**src/hdl/unused_placeholder_none.sv**
```systemverilog
`timescale 1ns/1ps
`default_nettype none
`default_nettype wire

```
**src/hdl/rscd_pkg.sv**
```systemverilog
package rscd_pkg;

	// Strap vector layout
	localparam int STRAP_W          = 8;
	localparam int STRAP_OPMODE_LO  = 0;
	localparam int STRAP_OPMODE_HI  = 1;
	localparam int STRAP_BYTE_ORDER = 2;
	localparam int STRAP_HOST_WIDTH = 3;
	localparam int STRAP_PCI_SELECT = 4;
	localparam int STRAP_AUTOINIT   = 5;
	localparam int STRAP_BOOT_LO    = 6;
	localparam int STRAP_BOOT_HI    = 7;

	// Levels the internal pulls give with nothing fitted on the board
	localparam logic [STRAP_W-1:0] STRAP_RESET = 8'h8F;

	// Strap codes
	localparam logic [1:0] OPMODE_BSCAN    = 2'h0;
	localparam logic [1:0] OPMODE_EMU      = 2'h3;
	localparam logic [1:0] BOOT_CODE_NONE  = 2'h0;
	localparam logic [1:0] BOOT_CODE_HOST  = 2'h1;
	localparam logic [1:0] BOOT_CODE_RSVD  = 2'h2;
	localparam logic [1:0] BOOT_CODE_ROM8  = 2'h3;
	localparam logic       BYTE_ORDER_BIG  = 1'h0;
	localparam logic       HOST_WIDTH_WIDE = 1'h1;
	localparam logic       PCI_SELECTED    = 1'h1;
	localparam logic       AUTOINIT_ON     = 1'h1;

	// Synchroniser depth for pin inputs
	localparam int SYNC_STAGES = 3;

	// Host data lines
	localparam int HOST_DATA_W      = 32;
	localparam int HOST_DATA_HALF_W = 16;

	// Register bus
	localparam int                ADDR_W       = 8;
	localparam int                DATA_W       = 32;
	localparam logic [ADDR_W-1:0] REG_STATUS   = 8'h00;
	localparam logic [ADDR_W-1:0] REG_CTRL     = 8'h04;
	localparam int                CTRL_ACK_BIT = 0;

	// Status fields
	localparam int STAT_OPMODE_LO  = 0;
	localparam int STAT_LITTLE     = 2;
	localparam int STAT_WIDE       = 3;
	localparam int STAT_PCI        = 4;
	localparam int STAT_AUTOINIT   = 5;
	localparam int STAT_BOOT_LO    = 6;
	localparam int STAT_CFG_ERROR  = 8;
	localparam int STAT_PENDING    = 9;
	localparam int STAT_USED_W     = 10;

	typedef enum logic [1:0] {
		RSCD_OPM_BSCAN_NORMAL,
		RSCD_OPM_EMU_NORMAL,
		RSCD_OPM_RESERVED
	} rscd_opmode_e;

	typedef enum logic [1:0] {
		RSCD_BOOT_NONE,
		RSCD_BOOT_HOST,
		RSCD_BOOT_RESERVED,
		RSCD_BOOT_ROM8
	} rscd_boot_e;

endpackage

```
**src/hdl/rscd_strap_if.sv**
```systemverilog
`timescale 1ns/1ps
`default_nettype none

interface rscd_strap_if;
	import rscd_pkg::*;

	logic [STRAP_W-1:0] rawStraps;
	logic [STRAP_W-1:0] filtStraps;

	modport sync (
		input  rawStraps,
		output filtStraps
	);

	modport core (
		output rawStraps,
		input  filtStraps
	);

endinterface

`default_nettype wire

```
**src/hdl/rscd_strap_sync.sv**
```systemverilog
`timescale 1ns/1ps
`default_nettype none

module rscd_strap_sync
	import rscd_pkg::*;
(
	input  wire logic clk,
	rscd_strap_if.sync strapBus
);

	typedef struct packed {
		logic [STRAP_W-1:0] stage1;
		logic [STRAP_W-1:0] stage2;
		logic [STRAP_W-1:0] stage3;
		logic [STRAP_W-1:0] filt;
	} rscd_sync_s;

	rscd_sync_s         state_reg;
	rscd_sync_s         state_next;
	logic [STRAP_W-1:0] filtNext;

	// A level counts only once stages two and three agree
	for (genvar i = 0; i < STRAP_W; i++) begin : g_bit
		assign filtNext[i] = (state_reg.stage2[i] == state_reg.stage3[i]) ?
			state_reg.stage3[i] : state_reg.filt[i];
	end

	// No reset here: the pipeline must keep sampling pins while reset is held
	always_comb begin
		state_next        = state_reg;
		state_next.stage1 = strapBus.rawStraps;
		state_next.stage2 = state_reg.stage1;
		state_next.stage3 = state_reg.stage2;
		state_next.filt   = filtNext;
	end

	always_ff @(posedge clk) begin
		state_reg <= state_next;
	end

	assign strapBus.filtStraps = state_reg.filt;

endmodule // rscd_strap_sync

`default_nettype wire

```
**src/hdl/rscd_strap_decoder.sv**
```systemverilog
// Summary of operation
// Decode mode strap: 00 scan, 11 emulation.
// Both valid modes let the core run freely.
// Board leaves test reset pulled low.
// Byte order strap: 0 big, 1 little.
// Narrow host port: upper lines stay released.
// Wide host port drives all data lines.
// Host width taken from strap at reset.
// Select host port plus GPIO, or PCI.
// Autoinit from EEPROM only when strap 1.
// Board keeps autoinit low without PCI.
// Board straps a valid boot mode.
// Boot: none, host, reserved, 8-bit ROM.
// Sample in reset, latch at release, hold.
//
// Our own choices: the address-and-strobe port and the register offsets.
`timescale 1ns/1ps
`default_nettype none

module rscd_strap_decoder
	import rscd_pkg::*;
(
	input  wire logic                   clk,
	input  wire logic                   srst,
	input  wire logic [1:0]             operatingModeStrap,
	input  wire logic                   byteOrderStrap,
	input  wire logic                   hostWidthStrap,
	input  wire logic                   pciSelectStrap,
	input  wire logic                   eepromAutoinitStrap,
	input  wire logic                   bootSourceStrapHigh,
	input  wire logic                   bootSourceStrapLow,
	input  wire logic                   hostPortDrive,
	input  wire logic [ADDR_W-1:0]      regAddr,
	input  wire logic [DATA_W-1:0]      regWrData,
	input  wire logic                   regWrite,
	input  wire logic                   regRead,
	output logic      [DATA_W-1:0]      regRdData,
	output var rscd_opmode_e            operatingMode,
	output logic                        freeRunning,
	output logic                        littleEndian,
	output logic                        hostPortWide,
	output logic      [HOST_DATA_W-1:0] hostDataOe_n,
	output logic                        hostPortEnable,
	output logic                        upperGeneralIoEnable,
	output logic                        pciEnable,
	output logic                        eepromAutoinitEnable,
	output logic                        eepromAutoinitStart,
	output var rscd_boot_e              bootSource,
	output logic                        configError
);

	typedef struct packed {
		logic [STRAP_W-1:0]     straps;
		logic                   srstSeen;
		logic                   autoinitStart;
		logic                   autoinitPending;
		logic [HOST_DATA_W-1:0] hostOe_n;
		logic [DATA_W-1:0]      rdData;
	} rscd_state_s;

	rscd_state_s state_reg;
	rscd_state_s state_next;

	rscd_strap_if strapBus ();

	logic [1:0]              opCode;
	logic [1:0]              bootCode;
	logic                    wideDecoded;
	logic                    pciDecoded;
	logic                    autoinitDecoded;
	logic                    opReserved;
	logic                    bootReserved;
	logic                    autoinitConflict;
	logic                    released;
	logic                    ackWrite;
	logic [HOST_DATA_W-1:0]  driveMask;
	logic [STAT_USED_W-1:0]  statusWord;
	rscd_opmode_e            opDecoded;
	rscd_boot_e              bootDecoded;

	assign strapBus.rawStraps = {bootSourceStrapHigh, bootSourceStrapLow,
		eepromAutoinitStrap, pciSelectStrap, hostWidthStrap, byteOrderStrap,
		operatingModeStrap};

	rscd_strap_sync u_sync (
		.clk      (clk),
		.strapBus (strapBus.sync)
	);

	assign opCode   = state_reg.straps[STRAP_OPMODE_HI:STRAP_OPMODE_LO];
	assign bootCode = state_reg.straps[STRAP_BOOT_HI:STRAP_BOOT_LO];

	// Operating mode
	always_comb begin
		case (opCode)
			OPMODE_BSCAN: opDecoded = RSCD_OPM_BSCAN_NORMAL;
			OPMODE_EMU:   opDecoded = RSCD_OPM_EMU_NORMAL;
			default:      opDecoded = RSCD_OPM_RESERVED;
		endcase
	end

	assign opReserved = (opDecoded == RSCD_OPM_RESERVED);

	// Boot source
	always_comb begin
		case (bootCode)
			BOOT_CODE_NONE: bootDecoded = RSCD_BOOT_NONE;
			BOOT_CODE_HOST: bootDecoded = RSCD_BOOT_HOST;
			BOOT_CODE_ROM8: bootDecoded = RSCD_BOOT_ROM8;
			default:        bootDecoded = RSCD_BOOT_RESERVED;
		endcase
	end

	assign bootReserved = (bootDecoded == RSCD_BOOT_RESERVED);

	assign wideDecoded = (state_reg.straps[STRAP_HOST_WIDTH] == HOST_WIDTH_WIDE);
	assign pciDecoded  = (state_reg.straps[STRAP_PCI_SELECT] == PCI_SELECTED);

	// A pulled-up autoinit strap without PCI is a board fault; never act on it
	assign autoinitConflict = (state_reg.straps[STRAP_AUTOINIT] == AUTOINIT_ON) && !pciDecoded;
	assign autoinitDecoded  = (state_reg.straps[STRAP_AUTOINIT] == AUTOINIT_ON) && pciDecoded;

	// First cycle out of reset
	assign released = state_reg.srstSeen && !srst;
	assign ackWrite = regWrite && (regAddr == REG_CTRL) && regWrData[CTRL_ACK_BIT];

	// Lower half follows the host port, upper half only when wide
	assign driveMask = {{HOST_DATA_HALF_W{hostPortDrive && pciDecoded == 1'b0 && wideDecoded}},
		{HOST_DATA_HALF_W{hostPortDrive && pciDecoded == 1'b0}}};

	assign statusWord = {state_reg.autoinitPending,
		opReserved || bootReserved || autoinitConflict,
		bootCode, autoinitDecoded, pciDecoded, wideDecoded,
		state_reg.straps[STRAP_BYTE_ORDER], opCode};

	always_comb begin
		state_next          = state_reg;
		state_next.srstSeen = srst;
		state_next.hostOe_n = ~driveMask;
		state_next.rdData   = '0;
		if (regRead && (regAddr == REG_STATUS)) begin
			state_next.rdData = {{(DATA_W-STAT_USED_W){1'b0}}, statusWord};
		end
		// Start pulse goes out once, in the cycle after release
		state_next.autoinitStart = released && autoinitDecoded;
		if (released && autoinitDecoded) begin
			state_next.autoinitPending = 1'b1;
		end else if (ackWrite) begin
			state_next.autoinitPending = 1'b0;
		end
		if (srst) begin
			// Straps follow the pins while reset is held, then freeze
			state_next.straps          = strapBus.filtStraps;
			state_next.autoinitStart   = 1'b0;
			state_next.autoinitPending = 1'b0;
			state_next.hostOe_n        = '1;
		end
	end

	always_ff @(posedge clk) begin
		state_reg <= state_next;
	end

	assign regRdData            = state_reg.rdData;
	assign operatingMode        = opDecoded;
	assign freeRunning          = !opReserved;
	assign littleEndian         = (state_reg.straps[STRAP_BYTE_ORDER] != BYTE_ORDER_BIG);
	assign hostPortWide         = wideDecoded;
	assign hostDataOe_n         = state_reg.hostOe_n;
	assign hostPortEnable       = !pciDecoded;
	assign upperGeneralIoEnable = !pciDecoded;
	assign pciEnable            = pciDecoded;
	assign eepromAutoinitEnable = autoinitDecoded;
	assign eepromAutoinitStart  = state_reg.autoinitStart;
	assign bootSource           = bootDecoded;
	assign configError          = opReserved || bootReserved || autoinitConflict;
endmodule // rscd_strap_decoder

`default_nettype wire

```
**config.mk**
```make
export PLATFORM = sky130hd
export DESIGN_NAME = rscd_strap_decoder
export DESIGN_NICKNAME = d
export VERILOG_FILES = /design/src/hdl/unused_placeholder_none.sv /design/src/hdl/rscd_pkg.sv /design/src/hdl/rscd_strap_if.sv /design/src/hdl/rscd_strap_sync.sv /design/src/hdl/rscd_strap_decoder.sv
export SDC_FILE = /design/constraint.sdc
export NUM_CORES = 1
export LEC_CHECK = 0
export BUFFER_PORTS_ARGS = -buffer_cell sky130_fd_sc_hd__buf_2
export CAP_MARGIN = 15
export CORE_MARGIN = 2
export CORE_UTILIZATION = 37
export DETAILED_ROUTE_END_ITERATION = 8
export PLACE_DENSITY = 0.79
export RECOVER_POWER = 25
export SETUP_SLACK_MARGIN = 0.3
export SLEW_MARGIN = 20
export SYNTH_ARGS = -nofsm -noshare
export SYNTH_HDL_FRONTEND = slang
export SYNTH_SLANG_ARGS = --single-unit
```
**constraint.sdc**
```tcl
create_clock -name clk -period 1.15 [get_ports clk]
set_input_delay 0.115 -clock clk [delete_from_list [all_inputs] [get_ports clk]]
set_output_delay 0.115 -clock clk [all_outputs]
set_load 0.05 [all_outputs]
```
==> results of run 1 <==
routing by layer:
layer / part of all wire, % / global-route usage (%) / routed length (um)
met2: 49 / 22.3 / 2330
met1: 41 / 11.9 / 1930
met5: 0 / 0 / 0
met3: 8.9 / 5.23 / 425
met4: 1.4 / 6.96 / 66
cell families after synthesis:
kind of cell / after synthesis / synth area share [%]
AOI/OAI and AO/OA: 2 / 0.936
xor gates and xnor gates: 8 / 3.49
adders and majority gates: 1 / 0.624
buffers and inverters: 71 / 25.5
DFF: 55 / 62.9
other: 1 / 0.187
and+or+nand+nor: 19 / 6.43
per-stage QoR:
stage	power [mW]	setup TNS [ns]	cells	hold WS, ns	instance area [um2]
after global routing	4.36	-4.45	299	0.205	3230
after global placement	2.81	-1.78	260	0.218	2100
final	4.19	-3.04	299	0.199	3230
after CTS	4.09	-2.74	293	0.104	2910
after detailed placement	2.82	-2.14	260	0.219	2100
after floorplan	2.81	-2.72	178	0.143	2110
repair_timing:
| action | CTS | global route |
|---|---|---|
| buffers inserted | 15 | 6 |
| gates resized for setup | 163 | 60 |
| endpoints found under the hold margin | 9 | 0 |
| pin swaps | 4 | 1 |
| endpoints found under the setup margin | 68 | 69 |
| hold buffers | 9 | 0 |
| cloned | 1 | 0 |
worst min-delay path, cell delays in order:
cell and delay, ns:
clkbuf_1 0.13, inv_1 0.12, nand4_1 0.11
final cells by class:
cell class                      count  area (um2)
Clock buffer                        5        68.8
Tap cell                           70        87.6
Timing Repair Buffer              109        1380
Fill cell                         356        1940
Multi-Input combinational cell     53         367
Clock inverter                      3        21.3
Inverter                            4        18.8
Sequential cell                    55        1280
worst paths after layout:
kind,startpoint,end
min reg2reg,u_sync.state_next[21]$_DFF_P_,u_sync.state_next[13]$_DFF_P_
max,opCode[1]$_DFFE_PP_,configError
max reg2reg,opCode[1]$_DFFE_PP_,regRdData[8]$_SDFF_PN0_
min,srst,hostDataOe_n[30]$_SDFF_PP1_
where the power goes:
| group | internal [mW] | switching, mW |
|---|---|---|
| Sequential | 2.10 | 0.0574 |
| Clock | 0.438 | 0.633 |
| Combinational | 0.380 | 0.583 |
| Total | 2.91 | 1.27 |
cell usage in the layout (no fill, tap or decap), types with 8 or more instances in the layout:
master         synthesis  final
buf_12                 0     24
buf_2                  0     19
buf_6                  0     23
buf_8                  0     28
conb_1                 1     22
dfxtp_1               39     26
dfxtp_2                0     11
dlygate4sd3_1          0      9
edfxtp_1              16     16
xnor2_1                8      8
==> run_results.csv, run 1 <==
group,metric,value,unit
sta,setup_viol,36,
die,core,5170,um2
routing,viasPerCell,3.94,
critical_path,critPathKind,"reg -> out",
clock_tree,clk_pin_slew_worst_paths,0.10,ns
synthesis,synth_seq_area_share,62.9,%
sta,grt_setup_unrepaired,"true",
routing,wl_per_cell,15.9,um
synthesis,syn_avg_cell_area,12.8,um2
sta,finalClockSkew,0.00534,ns
clock_tree,cts_tree,"built",
final_layout,nets,282,
status,violations,"negative setup slack",
routing,drtPass1Iterations,2,
critical_path,critPathMaxFanout,2,
critical_path,crit_buf_inv,1,
synthesis,synth-edff-count,16,
clock_tree,cts_buffer_depth,2,
synthesis,synth_common_cells,"buf_4, dfxtp_1, edfxtp_1",
critical_path,start_kind,"register",
sta,setup_ws,-0.487,ns
global_route,grt_usage,12.5,%
global_route,grt_pass1_wl,5680,um
place,io_buffers,76,
final_layout,synthToLayoutAreaGrowth,60.9,%
global_route,antenna_found_initial,0,
synthesis,yosys.area.top_type,"dfxtp_1",
synthesis,synth.distinct_cells,18,
place,place_ws,-0.180,ns
routing,ant_nets,0,
global_route,grt_pass1_vias,1107,
place,gp_congestion,0.680,
synthesis,ys_async_sr_fraction,0,%
hold_path,worstHoldPathType,"in -> reg",
run,cap_violations,0,
critical_path,critPathMaxStageDelay,0.45,ns
global_route,grt_overflow,0,
routing,vias,1179,
synthesis,yosys-top-cells-area,"dfxtp_1, buf_4, edfxtp_1, xnor2_1, and2_1",
sta,fin_crit,1.64,ns
die,dieWidth,77.6,um
critical_path,cp_num_cells,3,
final_layout,drive_gt1_share,58.5,%
routing,drt_iter0_markers,29,
synthesis,synth_warnings,0,
critical_path,cp.arrival,1.52,ns
critical_path,reg2reg_slack,-0.18,ns
die,die_area,6030,um2
clock_tree,h-tree-depth,2,
critical_path,cp.required,1.03,ns
synthesis,ys_ff_latch,55,
synthesis,synth_top_area_share,38.9,%
synthesis,synth_cells,157,
die,ios,130,
final_layout,antenna_cells,0,
sta,maxSlewViolCount,0,
sta,hold_viol_final,0,
sta,final.period_utilization,142,%
hold_path,holdPathStages,3,
routing,drc_errors,0,
synthesis,synth.most_common_cell,"buf_4",
global_route,grt_max_degree,19,
critical_path,rr_worst_depth,3,
die,rows,26,
clock_tree,clock_latency,0.31,ns
clock_tree,cts_root_buf,"clkbuf_8",
final_layout,largest_register_ffs,16,
pwr,power.static_leakage,1.44,nW
place,dpl.hpwl,1950,um
clock_tree,cts_buffers,5,
pwr,irDropWorstVdd,0.793,mV
synthesis,synth_top_flop_cell,"dfxtp_1",
synthesis,syn_area,2010,um2
routing,wl,4760,um
pwr,power_density,1300,nW/um2
critical_path,critPathTopFamily,"flip-flops",
die,start_util,38.8,%
critical_path,crit_slowest_cell,"edfxtp_1",
final_layout,final_core_util,62.4,%
critical_path,critPathCaptureType,"primary output",
sta,fmax,611,MHz
critical_path,worstPathCellList,"ha_4 > a221o_2 > buf_8",
die,die_height,77.6,um
clock_tree,clock_sinks,55,
status,status,"complete, but fails checks",
No activity file was read; power rests on OpenSTA's default activity.
==> run 2, diff against run 1 <==
--- a/config.mk
+++ b/config.mk
@@ -10,7 +10,7 @@
 export CORE_MARGIN = 2
 export CORE_UTILIZATION = 37
 export DETAILED_ROUTE_END_ITERATION = 8
-export PLACE_DENSITY = 0.79
+export PLACE_DENSITY = 0.72
 export RECOVER_POWER = 25
 export SETUP_SLACK_MARGIN = 0.3
 export SLEW_MARGIN = 20
==> run 2 against run 1 <==
Compared with the run above: the flow still finishes with violations (negative setup slack); sequential share of layout area fell by 0.41 points; cell area rose by 1.0%; flip-flop and latch count did not move; combinational power barely moved; worst hold slack improved by 0.017 ns; sequential power barely moved; clock power barely moved; total power fell by 0.68%; critical path depth did not move; final cell count rose by 2.3%; highest routed layer unchanged.
==> run_results.csv, run 2 (synthesis gave the netlist of run 1 again) <==
group,metric,value,unit
clock_tree,h-tree-depth,2,
die,rows,26,
die,die_height,77.6,um
sta,setup_ws,-0.472,ns
place,io_buffers,76,
die,dieWidth,77.6,um
final_layout,layout_commonest_cell,"buf_6",
clock_tree,cts_buffers,5,
pwr,irDropWorstVdd,0.863,mV
global_route,antenna_found_initial,0,
final_layout,final_cells,306,
global_route,grt_overflow,0,
critical_path,start_kind,"register",
routing,viasPerCell,4.04,
routing,ant_nets,0,
final_layout,largest_register_ffs,16,
die,core,5170,um2
final_layout,drive_gt1_share,60.6,%
place,dpl.hpwl,1910,um
sta,grt_setup_unrepaired,"true",
place,dp.cells,260,
clock_tree,clock_latency,0.30,ns
sta,finalClockSkew,0.00478,ns
die,die_area,6030,um2
clock_tree,cts_tree,"built",
final_layout,fillCellCount,360,
sta,setup-tns-final,-2.79,ns
final_layout,final_cell_mix,"buf_6, buf_8, dfxtp_1",
sta,fin_crit,1.62,ns
die,start_util,38.8,%
critical_path,critPathMaxFanout,2,
global_route,grt_pass1_vias,1138,
hold_path,worstHoldPathType,"in -> reg",
routing,wl_per_cell,16.0,um
critical_path,critPathKind,"reg -> out",
run,cap_violations,0,
global_route,grt_usage,13.3,%
global_route,grt_max_degree,18,
critical_path,cp.arrival,1.51,ns
sta,final.period_utilization,141,%
final_layout,nets,289,
final_layout,synthToLayoutAreaGrowth,62.6,%
place,place_ws,-0.181,ns
routing,drtPass1Iterations,4,
clock_tree,clk_pin_slew_worst_paths,0.10,ns
sta,hold_viol_final,0,
status,status,"complete, but fails checks",
die,ios,130,
sta,holdWs,0.217,ns
clock_tree,cts_buffer_depth,2,
pwr,power_density,1280,nW/um2
routing,vias,1237,
final_layout,antenna_cells,0,
sta,fmax,616,MHz
routing,drt_iter0_markers,33,
sta,setup_viol,32,
routing,drc_errors,0,
clock_tree,cts_root_buf,"clkbuf_8",
critical_path,critPathCaptureType,"primary output",
pwr,power.static_leakage,1.47,nW
place,gp_congestion,0.675,
global_route,grt_pass1_wl,6020,um
final_layout,final_core_util,63.1,%
clock_tree,clock_sinks,55,
status,violations,"negative setup slack",
routing,wl,4890,um
critical_path,cp.required,1.03,ns
sta,maxSlewViolCount,0,
[run 2: cell count changes in the layout (fill, tap and decap cells not counted), moves of 2 or more]
cell and change:
clkinv_4 +2, xnor2_2 +2, buf_12 -8, inv_6 -2, buf_8 +3, buf_4 +4
and2_4 +2, xnor2_1 -2, buf_6 +9
[run 2: final timing paths]
kind,endpoint,slack [ns],startpoint,cells past startpoint
setup / recovery,configError,-0.47,opCode[0]$_DFFE_PP_,3
hold / removal,hostDataOe_n[15]$_SDFF_PP1_,0.22,srst,3
hold reg to reg,u_sync.state_next[11]$_DFF_P_,0.33,u_sync.state_next[19]$_DFF_P_,0
setup reg to reg,regRdData[8]$_SDFF_PN0_,-0.16,opCode[0]$_DFFE_PP_,3
[run 2: cell type report]
type	count	area, um2	area share [%]
sequential	55	1280	39.3
multi-input combinational	53	389	11.9
tap	70	87.6	2.69
clock inverter	2	17.5	0.537
inverter	4	18.8	0.575
timing repair buffer	116	1390	42.7
clock buffer	6	72.6	2.22
[run 2: where the power goes]
group	internal (mW)	switching (mW)
Clock	0.438	0.606
Sequential	2.10	0.0547
Combinational	0.378	0.587
[run 2: worst max-delay path, stage by stage, from the launching register on]
cell and delay, ns:
edfxtp_1 0.44, ha_4 0.26, a221o_2 0.33, buf_6 0.17
[run 2: metrics by stage]
stage / area, um2 / total power [mW]
after floorplan: 2110 / 2.81
after global placement: 2100 / 2.81
after detailed placement: 2100 / 2.82
after CTS: 2890 / 4.05
after global routing: 3260 / 4.32
final: 3260 / 4.16
[run 2: metal layers]
metal	track usage (%)	share of wire, %	vias up
met2	23.8	51	85
met4	6.61	2.6	0
met1	13.6	38	569
met3	4.77	8.8	11
met5	0	0	-
li1	-	-	572
[run 2: repair_timing]
item,in CTS,in global routing
buffers inserted,17,11
gates cloned,1,0
endpoints found under the hold margin,9,0
endpoints found under the setup margin,68,71
gates resized for setup,155,63
hold buffers,9,0
pin swaps,7,4
